## src/tamper_checker_consts.svh

```systemverilog
// named constants for the protection descriptor tamper checker
`ifndef TAMPER_CHECKER_CONSTS_SVH
`define TAMPER_CHECKER_CONSTS_SVH
// ****************************************
// sizes
// ****************************************
`define TC_NSLOT        4
`define TC_SLOT_W       2
`define TC_CNT_MAX      8'hFF
`define TC_THR_OFF      8'h00
// ****************************************
// register offsets and reset values
// ****************************************
`define TC_REG_STATUS   4'h0
`define TC_REG_MASK     4'h1
`define TC_REG_CTRL     4'h2
`define TC_REG_TAMPER   4'h3
`define TC_REG_SNAP     4'h4
`define TC_REG_CNT0     4'h8
`define TC_CTRL_RST     1'h1
`define TC_MASK_RST     4'h0
// ****************************************
// descriptor tags and check levels
// ****************************************
`define TC_TAG_COPY     8'hC1
`define TC_TAG_AVAIL    8'hDE
`define TC_LVL_CRC      8'h00
`define TC_LVL_FIELD    8'h01
// ****************************************
// field layouts
// ****************************************
`define TC_CC_REC       7:6
`define TC_CC_KIND      3:2
`define TC_CC_APS       1:0
`define TC_CA_KEEP      4
`define TC_CA_DUR       3:1
`define TC_CA_CIPH      0
`define TC_RC_CC_MASK   8'hFC
`define TC_RC_CA_MASK   8'hF8
// ****************************************
// section crc
// ****************************************
`define TC_CRC_POLY     32'h04C11DB7
`define TC_CRC_INIT     32'hFFFFFFFF
`endif

```

## src/tamper_checker_pkg.sv

```systemverilog
// types shared by the tamper checker modules
`include "tamper_checker_consts.svh"
package tamper_checker_pkg;
  // ****************************************
  // descriptor walker states
  // ****************************************
  typedef enum logic [1:0] {
    PS_IDLE,
    PS_LEN,
    PS_BODY
  } pmt_st_e;
  // ****************************************
  // counter bank contents
  // ****************************************
  typedef logic [`TC_NSLOT-1:0][7:0] cnt_arr_t;
  // ****************************************
  // crc engine state
  // ****************************************
  typedef struct packed {
    logic [31:0] crc;
  } crc_s;
  // ****************************************
  // counter bank state
  // ****************************************
  typedef struct packed {
    cnt_arr_t cnt;
  } cnt_s;
endpackage

```

## src/tamper_crc32.sv

```systemverilog
// byte-serial crc engine over one descriptor
`timescale 1ns/1ps
`default_nettype none
module tamper_crc32
  import tamper_checker_pkg::*;
(
  input  wire logic        i_clk_sys,
  input  wire logic        i_rst_n,
  input  wire logic        i_ce,
  input  wire logic        i_init,
  input  wire logic        i_en,
  input  wire logic [7:0]  i_byte,
  output logic      [31:0] o_crc
);
  // one byte through the msb-first section crc
  function automatic logic [31:0] crc_step(input logic [31:0] c,
                                           input logic [7:0]  b);
    logic [31:0] r;
    r = c;
    for (int i = 7; i >= 0; i--) begin
      r = (r[31] ^ b[i]) ? ((r << 1) ^ `TC_CRC_POLY) : (r << 1);
    end
    return r;
  endfunction
  crc_s st_q;
  crc_s st_d;
  // next value: init restarts at the seed, then takes the byte
  always_comb begin
    st_d = st_q;
    if (i_en) begin
      st_d.crc = crc_step(i_init ? `TC_CRC_INIT : st_q.crc, i_byte);
    end
  end
  // state register, frozen by the clock enable
  always_ff @(posedge i_clk_sys or negedge i_rst_n) begin
    if (!i_rst_n) st_q <= '{crc: `TC_CRC_INIT};
    else if (i_ce) st_q <= st_d;
  end
  assign o_crc = st_q.crc;
endmodule
`default_nettype wire

```

## config.mk

```make
export PLATFORM = sky130hd
export DESIGN_NAME = tamper_crc32
export DESIGN_NICKNAME = d
export VERILOG_FILES = /design/src/tamper_checker_pkg.sv /design/src/tamper_crc32.sv
export VERILOG_INCLUDE_DIRS = /design/src
export SDC_FILE = /design/constraint.sdc
export NUM_CORES = 1
export LEC_CHECK = 0
export ABC_AREA = 1
export BUFFER_PORTS_ARGS = -buffer_cell sky130_fd_sc_hd__buf_2
export CAP_MARGIN = 20
export CORE_UTILIZATION = 50
export CTS_CLUSTER_SIZE = 25
export DETAILED_ROUTE_END_ITERATION = 8
export PLACE_DENSITY = 0.76
export SYNTH_ARGS = -nofsm -noshare
export SYNTH_HDL_FRONTEND = slang
export SYNTH_SLANG_ARGS = --single-unit
```

## constraint.sdc

```tcl
create_clock -name i_clk_sys -period 1.4 [get_ports i_clk_sys]
set_clock_uncertainty 0.05 [all_clocks]
set_input_delay 0.14 -clock i_clk_sys [delete_from_list [all_inputs] [get_ports i_clk_sys]]
set_output_delay 0.14 -clock i_clk_sys [all_outputs]
set_load 0.02 [all_outputs]
```

# Word level (Yosys, flattened, before mapping)
# Cells that the tools add are included.
# word_totals
ff_bits	32
input_bits	13
out_inout_bits	32
# op_classes
muxes	9
bitwise	16
reduce_logical	1
# ops
operator	count
$mux 27	8
$not 14->14	8
$mux 32	1
$xor 1x1->1	8
$reduce_and 2->1	1

# Longest topological paths before layout
# Gate-level depths: netlist of run 1.
# logic_depth
ltp_word	17
mapped_depth	14

# Worst setup path after synthesis of run 1
# OpenSTA, ideal clock, no wires.
# synth_path
path_kind	reg2reg
startpoint	register st_q, in the netlist o_crc[26]
endpoint	register st_q, in the netlist o_crc[10]
setup_time_ps	80
arrival_ps	1563
required_ps	1270
slack_ps	-293
path_stages_with_launch	9
path_cell_list	dfstp_2 nor2_1 xnor2_1 nand2_1 nand2_2 xor2_2 nand2_1 nand2_1 o21ai_1
# synth_between
elab_chain_cells	6
# synth_rtl
element	line	rtl
start, declared	tamper_crc32.sv:25	crc_s st_q;
start signal, assigned	tamper_crc32.sv:36	if (!i_rst_n) st_q <= '{crc: `TC_CRC_INIT};
start signal, assigned	tamper_crc32.sv:37	else if (i_ce) st_q <= st_d;
$mux 32 *	tamper_crc32.sv:31	st_d.crc = crc_step(i_init ? `TC_CRC_INIT : st_q.crc, i_byte);
$xor 1x1->1 *	tamper_crc32.sv:21	r = (r[31] ^ b[i]) ? ((r << 1) ^ `TC_CRC_POLY) : (r << 1);
$mux 27 * (2 in a row)	tamper_crc32.sv:21	
$not 14->14 (no line)	--	
$mux 27 *	tamper_crc32.sv:21	
# Every way passes the cells marked *; elsewhere a longest branch is shown, timed or not.
# A chain may end at the register's enable or synchronous reset.

# Worst setup path after layout of run 1
# layout_path
startpoint	register st_q, in the netlist o_crc[26]
endpoint	register st_q, in the netlist o_crc[13]
# layout_between
elab_chain_cells	6
# layout_rtl
element	line
$mux 32 *	tamper_crc32.sv:31
$xor 1x1->1 *	tamper_crc32.sv:21
$mux 27 *	tamper_crc32.sv:21
$not 14->14 (no line)	--
$mux 27 * (2 in a row)	tamper_crc32.sv:21
# Marked as above.

==> impl_metrics.env, run 1 <==
export IMPL_outcome="complete, but fails checks"
export IMPL_violations="DRC, setup timing"
export IMPL_setup_violations=32
export IMPL_clk_pin_slew_worst_paths_ns=0.08
export IMPL_avgSynthCellArea_um2=6.95
export IMPL_timing_rr_end="o_crc[13]$_DFFE_PN1P_"
export IMPL_crit_fanout=5
export IMPL_synthCells=345
export IMPL_cts_tree="built"
export IMPL_setup_ws_ns=-0.403
export IMPL_core_um2=4470
export IMPL_largest_reg_flops=32
export IMPL_fin_crit_ns=1.80
export IMPL_cp_cell_sequence="nor2_4, xnor2_4, nand2_1, nand2_2, xor2_2, inv_1, nand2_1, nand3_1, nand2_1"
export IMPL_worst_hold_path_type="primary input to async pin"
export IMPL_start_util_pct=53.6
export IMPL_drt_iter0_markers=265
export IMPL_ys_warnings_count=0
export IMPL_slew_violations=0
export IMPL_maxSlewHeadroom_pct=70.2
export IMPL_rows=24
export IMPL_ant_nets=0
export IMPL_vdd_ir_drop_max_mv=1.26
export IMPL_syn_nets=358
export IMPL_critPathMaxStageDelay_ns=0.57
export IMPL_fin_nets=450
export IMPL_root_buffer="clkbuf_8"
export IMPL_crit_top_cell="nand2_1"
export IMPL_wl_per_cell_um=19.1
export IMPL_cts_inserted_buffers=5
export IMPL_fp_dieH_um=71.3
export IMPL_rsz0062_at_grt="true"
export IMPL_synth_seq_cells=32
export IMPL_ctsHoldBuffers=0
export IMPL_dp_cells=468
export IMPL_design_power_total_mw=8.48
export IMPL_fin_cells=490
export IMPL_antenna_found_initial=0
export IMPL_worstPathArrival_ns=2.00
export IMPL_cts_htree_levels=2
export IMPL_final_util_pct=88.3
export IMPL_port_buffers=44
export IMPL_worst_slew_pin_slew_ns=0.447
export IMPL_clock_sinks=32
export IMPL_cap_viol_max_count=0
export IMPL_crit_slowest_cell="dfstp_2"
export IMPL_end_kind="register"
export IMPL_syn2layout_area_growth_pct=64.7
export IMPL_synth_cell_types=21
export IMPL_yosysSeqAreaShare_pct=35.1
export IMPL_placed_cell_area_um2=3030
export IMPL_first_pass_iters=7
export IMPL_crit_path_start_kind="register"
export IMPL_drive_gt1_share_pct=59.6
export IMPL_routabilityCongestion=0.882
export IMPL_r2r_setup_slack_ns=-0.40
export IMPL_fp_dieW_um=71.3
export IMPL_grt_pass1_wl_um=11500
export IMPL_dr_total_vias=2834
export IMPL_critical_path_required_ns=1.59
export IMPL_grt_overflow_total=0
export IMPL_route_detailed_drc=3
export IMPL_period_share_pct=129
export IMPL_power_density_nw_per_um2=2150
export IMPL_place_hpwl_um=4820
export IMPL_clkLatencyLatePin_ns=0.30
export IMPL_fmax_mhz=555
export IMPL_critPathKind="register to register"
export IMPL_die_area_um2=5080
export IMPL_wl_um=9380
export IMPL_clk_path_buf_depth=2
export IMPL_via_per_inst=5.78
export IMPL_track_usage_pct=30.2
export IMPL_fin_area_um2=3950
export IMPL_grt_pass1_vias=2426
export IMPL_diodes=0
export IMPL_synth_area_um2=2400
export IMPL_hold_viol=0
export IMPL_reg2reg_depth=9
export IMPL_power_leakage_nw=1.92
export IMPL_grt_max_degree=46
export IMPL_r2r_start="o_crc[26]$_DFFE_PN1P_"
export IMPL_io_pins=45
cell usage in the layout, fill, tap and decap left out, drive strengths merged:
| master | instances |
|---|---|
| xnor2 | 11 |
| clkinv | 2 |
| a31oi | 2 |
| o21bai | 1 |
| nand3 | 22 |
| o21ai | 27 |
| nand3b | 2 |
| nor2 | 44 |
| a21oi | 1 |
| inv | 26 |
| o31ai | 1 |
| nand2 | 137 |
| clkbuf | 6 |
| xor2 | 29 |
| buf | 95 |
| dfstp | 32 |
per-stage QoR:
stage	hold WS [ns]	setup TNS, ns	setup slack (ns)
2_1_floorplan	-0.0578	-2.77	-0.192
3_3_place_gp	0.356	-4.38	-0.246
3_5_place_dp	0.362	-5.16	-0.295
4_1_cts	0.0483	-4.57	-0.223
5_1_grt	0.0856	-9.76	-0.529
6_report	0.0435	-7.93	-0.403
routing by layer:
layer	global-route usage, %	share of wire (%)
met3	5.77	8.3
met4	12.4	4.8
met5	0	0
met1	38.0	38
met2	51.2	49
cell usage after synthesis, drive strengths merged:
| cell | number | area share [%] |
|---|---|---|
| o21bai | 1 | 0.31 |
| xnor2 | 11 | 4.0 |
| dfstp | 32 | 35 |
| clkbuf | 6 | 0.94 |
| nand2 | 137 | 23 |
| a21oi | 1 | 0.21 |
| xor2 | 29 | 12 |
| inv | 26 | 4.1 |
| a31oi | 2 | 0.52 |
| o31ai | 1 | 0.31 |
| nor2 | 44 | 7.0 |
| buf | 4 | 1.4 |
| nand3 | 22 | 4.6 |
| o21ai | 27 | 5.6 |
| nand3b | 2 | 0.63 |
critical path, delay by kind of cell (launching register included):
kind                   cells  cell delay (ns)
AND/OR/NAND/NOR            6             0.59
buffers and inverters      1             0.07
XOR/XNOR                   2             0.48
flip-flops                 1             0.57
final cells by class:
cell class / count / area (µm²)
Sequential cell: 32 / 841
Tap cell: 52 / 65.1
Fill cell: 199 / 524
Inverter: 26 / 120
Clock buffer: 6 / 82.6
Multi-Input combinational cell: 277 / 2120
Clock inverter: 2 / 10.0
Timing Repair Buffer: 95 / 713
power by group:
| group | switching [mW] | leakage, nW | internal [mW] |
|---|---|---|---|
| registers | 0.426 | 0.336 | 1.63 |
| logic | 3.36 | 1.53 | 2.28 |
| clock network | 0.391 | 0.0510 | 0.393 |
| total | 4.17 | 1.92 | 4.30 |
worst max-delay path by stage:
| stage | endpoint | from | depth (start not counted) |
|---|---|---|---|
| 4_1_cts | o_crc[12]$_DFFE_PN1P_ | o_crc[25]$_DFFE_PN1P_ | 13 |
| 3_5_place_dp | o_crc[15]$_DFFE_PN1P_ | o_crc[28]$_DFFE_PN1P_ | 10 |
| 2_1_floorplan | o_crc[14]$_DFFE_PN1P_ | o_crc[28]$_DFFE_PN1P_ | 11 |
| 3_3_place_gp | o_crc[12]$_DFFE_PN1P_ | o_crc[25]$_DFFE_PN1P_ | 13 |
| 6_report | o_crc[13]$_DFFE_PN1P_ | o_crc[26]$_DFFE_PN1P_ | 9 |
| 5_1_grt | o_crc[13]$_DFFE_PN1P_ | o_crc[26]$_DFFE_PN1P_ | 9 |
kinds of logic (layout without fill, tap and decap cells):
family	count (synthesis)	after routing	share of synthesized area, %
xor+xnor	40	40	16.2
flops	32	32	35.1
buf+inv	36	129	6.36
compound gates	32	32	6.99
simple gates	205	205	35.4
what timing repair did:
action                     in CTS  in global routing
gates resized for setup        55                113
setup endpoints to repair      30                 32
setup buffers                   4                 11
cloned                          0                  0
pin swaps                      31                 62
No activity file was read; power rests on OpenSTA's default activity.
==> run 2: changes to the inputs <==
Settings changed: MAX_ROUTING_LAYER set to met4.
==> run 2 against run 1 <==
The flow still finishes with violations (DRC, setup timing). Power grew 11%. Sequential cell count is the same. Count of clock-buffer cells in the layout grew 1. Sequential power is essentially flat. Critical path type unchanged. Largest cell class unchanged.
==> impl_metrics.env, run 2 (synthesis results as in run 1) <==
export IMPL_outcome="complete, but fails checks"
export IMPL_violations="DRC, setup timing"
export IMPL_clk_pin_slew_worst_paths_ns=0.07
export IMPL_hold_viol=0
export IMPL_worst_slew_pin_slew_ns=0.431
export IMPL_worst_hold_path_type="primary input to async pin"
export IMPL_cap_viol_max_count=0
export IMPL_fp_dieW_um=71.3
export IMPL_grt_max_degree=46
export IMPL_clkLatencyLatePin_ns=0.30
export IMPL_fp_dieH_um=71.3
export IMPL_crit_path_start="o_crc[28]$_DFFE_PN1P_"
export IMPL_crit_fanout=4
export IMPL_wl_um=11800
export IMPL_drive_gt1_share_pct=61.3
export IMPL_grt_pass1_wl_um=13700
export IMPL_cts_inserted_buffers=5
export IMPL_die_area_um2=5080
export IMPL_fin_nets=462
export IMPL_period_share_pct=131
export IMPL_cts_htree_levels=2
export IMPL_syn2layout_area_growth_pct=72.7
export IMPL_grt_overflow_total=0
export IMPL_place_ws_ns=-0.291
export IMPL_ant_nets=0
export IMPL_placed_cell_area_um2=3020
export IMPL_crit_path_start_kind="register"
export IMPL_drt_iter0_markers=511
export IMPL_first_pass_iters=8
export IMPL_final_cell_mix="69 x nand2_1, 44 x buf_2, 35 x nand2_4, 34 x buf_4, 33 x nor2_1"
export IMPL_critical_path_required_ns=1.60
export IMPL_via_per_inst=6.44
export IMPL_fin_crit_ns=1.84
export IMPL_grt_pass1_vias=2904
export IMPL_root_buffer="clkbuf_8"
export IMPL_fmax_mhz=544
export IMPL_largest_reg_flops=32
export IMPL_setup_ws_ns=-0.438
export IMPL_power_density_nw_per_um2=2270
export IMPL_io_pins=45
export IMPL_rsz0062_at_grt="true"
export IMPL_wl_per_cell_um=23.5
export IMPL_mostFrequentLayoutCell="nand2_1"
export IMPL_maxSlewHeadroom_pct=71.3
export IMPL_core_um2=4470
export IMPL_diodes=0
export IMPL_cts_tree="built"
export IMPL_end_kind="register"
export IMPL_clk_path_buf_depth=2
export IMPL_setup_tns_final_ns=-10.23
export IMPL_slew_violations=0
export IMPL_antenna_found_initial=0
export IMPL_routabilityCongestion=0.897
export IMPL_fin_area_um2=4140
export IMPL_place_hpwl_um=4990
export IMPL_rows=24
export IMPL_track_usage_pct=36.4
export IMPL_start_util_pct=53.6
export IMPL_clock_sinks=32
export IMPL_setup_violations=32
export IMPL_critPathKind="register to register"
export IMPL_route_detailed_drc=3
export IMPL_dr_total_vias=3232
export IMPL_r2r_start="o_crc[28]$_DFFE_PN1P_"
export IMPL_final_util_pct=92.6
export IMPL_power_leakage_nw=2.02
export IMPL_vdd_ir_drop_max_mv=1.53
export IMPL_port_buffers=44
export IMPL_worstPathArrival_ns=2.04
## run 2: changes by cell type in the layout (fill, tap and decap cells not counted), moves of 2 or more
cell      previous run  this run
nand3_1             12        14
xor2_4               5         3
nor2_2               8         6
nand2_1             77        69
buf_6               16        24
clkinv_2             2         0
o21ai_2              4         6
nand2_4             27        35
buf_4               31        34
nand3_2              9         7
xnor2_2              5         3
nor2_1              31        33
## run 2: cell type report
class                           instances  area, µm²
Sequential cell                        32        841
Tap cell                               52       65.1
Multi-Input combinational cell        277       2150
Clock inverter                          1       30.0
Inverter                               26        118
Timing Repair Buffer                  107        841
Fill cell                             153        332
Clock buffer                            7       96.3
## run 2: routing by layer
layer  vias up  routed length, µm  GRT usage [%]  share of wire, %
met1      1484               3980           42.3                34
li1       1266                  -              -                 -
met5         -                  0              -                 0
met2       344               5270           59.2                45
met4         0               1130           21.8               9.6
met3       138               1400           6.33                12
## run 2: what timing repair did
item	in CTS	in global routing
resized for setup	81	109
endpoints found under the hold margin	0	0
gates cloned	0	0
hold buffers	0	0
pin swaps	51	61
endpoints found under the setup margin	30	32
setup buffers	12	17
## run 2: worst paths after layout
path | end | slack, ns | cells after the start
worst max-delay path | o_crc[11]$_DFFE_PN1P_ | -0.44 | 13
worst min-delay path | o_crc[25]$_DFFE_PN1P_ | 0.02 | 1
worst max register to register | o_crc[11]$_DFFE_PN1P_ | -0.44 | 13
worst min register to register | o_crc[14]$_DFFE_PN1P_ | 0.43 | 2
max in group asynchronous | o_crc[9]$_DFFE_PN1P_ | 1.06 | 2
min in group i_clk_sys | o_crc[31]$_DFFE_PN1P_ | 0.31 | 5
## run 2: report_power, final
part	leakage [nW]	total, mW	switching (mW)	internal [mW]
sequential	0.336	2.07	0.439	1.63
combinational	1.62	6.31	3.83	2.48
clock	0.0645	1.01	0.387	0.628
## run 2: per-stage QoR
| stage | cells | total power, mW | hold WS, ns |
|---|---|---|---|
| global placement | 467 | 5.75 | 0.361 |
| detailed placement | 467 | 5.85 | 0.384 |
| global route | 502 | 9.66 | 0.0845 |
| CTS | 487 | 7.61 | 0.0733 |
| floorplan | 345 | 4.53 | -0.0578 |
| finish | 502 | 9.40 | 0.0217 |
## run 2: worst max-delay path, cell delays in order (launching register included)
cell and delay (ns):
dfstp_2 0.57, nor2_1 0.06, nand2_1 0.14, nand2_4 0.11, buf_6 0.15, nand2_1 0.07, nand2_1 0.09, inv_1 0.08
nand2_1 0.06, nand2_2 0.08, inv_1 0.05, nand3_1 0.09, nand3_2 0.09, nand2_2 0.08
==> run 3: changes to the inputs <==
Settings changed: SETUP_SLACK_MARGIN set to 0.1.
==> run 3 against run 2 <==
The flow still finishes with violations (DRC, setup timing). Fmax about the same. Die area did not move. Wire length down 10%. Sequential share of layout area increased by 0.41 points. Non-clock buffer count is 7 lower. Critical endpoint unchanged.
==> impl_metrics.env, run 3 (synthesis results as in run 1) <==
export IMPL_maxSlewHeadroom_pct=71.3
export IMPL_diodes=0
export IMPL_via_per_inst=6.05
export IMPL_end_kind="register"
export IMPL_fp_dieH_um=71.3
export IMPL_slew_violations=0
export IMPL_critical_path_required_ns=1.61
export IMPL_clk_pin_slew_worst_paths_ns=0.08
export IMPL_dr_total_vias=2989
export IMPL_fillers=184
export IMPL_io_pins=45
export IMPL_drt_iter0_markers=316
export IMPL_clock_sinks=32
export IMPL_port_buffers=44
export IMPL_grt_overflow_total=0
export IMPL_antenna_found_initial=0
export IMPL_route_detailed_drc=3
export IMPL_fin_crit_ns=1.84
export IMPL_largest_reg_flops=32
export IMPL_ant_nets=0
export IMPL_place_ws_ns=-0.296
export IMPL_use_met2_pct=57.1
export IMPL_outcome="complete, but fails checks"
export IMPL_cts_htree_levels=2
export IMPL_wl_um=10600
export IMPL_cts_tree="built"
export IMPL_core_um2=4470
export IMPL_crit_top_cell="nand2_1"
export IMPL_grt_pass1_wl_um=12700
export IMPL_crit_slowest_cell="dfstp_2"
export IMPL_clkLatencyLatePin_ns=0.31
export IMPL_routabilityCongestion=0.921
export IMPL_root_buffer="clkbuf_8"
export IMPL_vdd_ir_drop_max_mv=1.53
export IMPL_path_delay_family="simple AND/OR/NAND/NOR gates"
export IMPL_setup_tns_final_ns=-8.56
export IMPL_cts_inserted_buffers=5
export IMPL_drive_gt1_share_pct=58.8
export IMPL_hold_viol=0
export IMPL_syn2layout_area_growth_pct=69.3
export IMPL_start_util_pct=53.6
export IMPL_hold_ws_ns=0.000324
export IMPL_final_cell_mix="75 x nand2_1, 40 x buf_2, 35 x nand2_4, 34 x nor2_1, 32 x dfstp_2"
export IMPL_use_met1_pct=41.3
export IMPL_worstPathArrival_ns=2.05
export IMPL_worst_hold_path_type="primary input to async pin"
export IMPL_grt_pass1_vias=2564
export IMPL_power_density_nw_per_um2=2180
export IMPL_rows=24
export IMPL_mostFrequentLayoutCell="nand2_1"
export IMPL_critPathKind="register to register"
export IMPL_fmax_mhz=544
export IMPL_ctsHoldBuffers=0
export IMPL_grt_max_degree=22
export IMPL_crit_path_start="o_crc[28]$_DFFE_PN1P_"
export IMPL_design_power_total_mw=8.87
export IMPL_crit_fanout=5
export IMPL_fp_dieW_um=71.3
export IMPL_wl_per_cell_um=21.4
export IMPL_r2r_start="o_crc[28]$_DFFE_PN1P_"
export IMPL_critPathMaxStageDelay_ns=0.56
export IMPL_track_usage_pct=34.4
export IMPL_cap_viol_max_count=0
export IMPL_seq_area_um2=841
export IMPL_first_pass_iters=7
export IMPL_clk_path_buf_depth=2
export IMPL_die_area_um2=5080
export IMPL_grt_busiest_layer="met2"
export IMPL_worst_slew_pin_slew_ns=0.429
export IMPL_period_share_pct=131
export IMPL_violations="DRC, setup timing"
export IMPL_setup_ws_ns=-0.438
export IMPL_reg2reg_depth=13
export IMPL_multi_input_area_um2=2150
export IMPL_crit_path_start_kind="register"
export IMPL_cp_cell_sequence="nor2_1, nand2_1, nand2_4, buf_6, nand2_1, nand2_1, inv_1, nand2_1, nand2_2, inv_1, nand3_1, nand3_1, nand2_1"
export IMPL_timing_rr_end="o_crc[11]$_DFFE_PN1P_"
export IMPL_crit_buf_inv=3
export IMPL_r2r_setup_slack_ns=-0.44
export IMPL_fin_nets=455
export IMPL_setup_violations=31
export IMPL_use_met3_pct=5.20
export IMPL_place_hpwl_um=4950
export IMPL_power_leakage_nw=1.98
export IMPL_rsz0062_at_grt="true"
run 3: changes by cell type in the layout (fill, tap and decap cells not counted), moves of 3 or more:
cell	delta
nand2_1	+6
nand2_2	-6
buf_2	-4
buf_4	-3
inv_6	+3
run 3: worst register-to-register path, cell delays in order (launching register included):
cell,delay (ns)
dfstp_2,0.56
nor2_1,0.05
nand2_1,0.12
nand2_4,0.13
buf_6,0.15
nand2_1,0.07
nand2_1,0.09
inv_1,0.07
nand2_1,0.09
nand2_2,0.10
inv_1,0.06
nand3_1,0.09
nand3_1,0.09
nand2_1,0.07
run 3: worst max-delay path by stage:
| stage | end | slack, ns | cells after the start |
|---|---|---|---|
| CTS | o_crc[24]$_DFFE_PN1P_ | -0.26 | 12 |
| global route | o_crc[11]$_DFFE_PN1P_ | -0.49 | 13 |
| detailed placement | o_crc[24]$_DFFE_PN1P_ | -0.30 | 12 |
| finish | o_crc[11]$_DFFE_PN1P_ | -0.44 | 13 |
| global placement | o_crc[12]$_DFFE_PN1P_ | -0.27 | 13 |
| floorplan | o_crc[14]$_DFFE_PN1P_ | -0.19 | 11 |
run 3: stage by stage:
stage,instances,area [µm²],util [%]
after floorplan,345,2500,-
after global placement,469,3050,68.2
after detailed placement,469,3050,68.2
after CTS,488,3560,79.6
after global routing,494,4060,90.8
final,494,4060,90.8
run 3: metal layers:
| metal | wire [µm] | up-vias |
|---|---|---|
| li1 | - | 1248 |
| met1 | 3880 | 1440 |
| met2 | 5050 | 228 |
| met3 | 889 | 73 |
| met4 | 747 | 0 |
| met5 | 0 | - |
run 3: power breakdown:
part	total [mW]	internal, mW	leakage [nW]	switching [mW]
clock	0.727	0.338	0.0410	0.389
combinational	6.11	2.48	1.60	3.63
sequential	2.04	1.63	0.336	0.406
total	8.87	4.45	1.98	4.42
run 3: timing repair:
item / 4_1_cts / 5_1_grt
buffers inserted: 13 / 11
endpoints found under the setup margin: 32 / 35
resized for setup: 75 / 107
pin swaps: 38 / 63
run 3: area by class of cell:
cell class                 instances  area share [%]
inverter                          26            2.96
clock buffer                       6            1.79
timing repair buffer             100            19.8
tap                               52            1.60
sequential                        32            20.7
multi-input combinational        277            53.0
clock inverter                     1           0.123
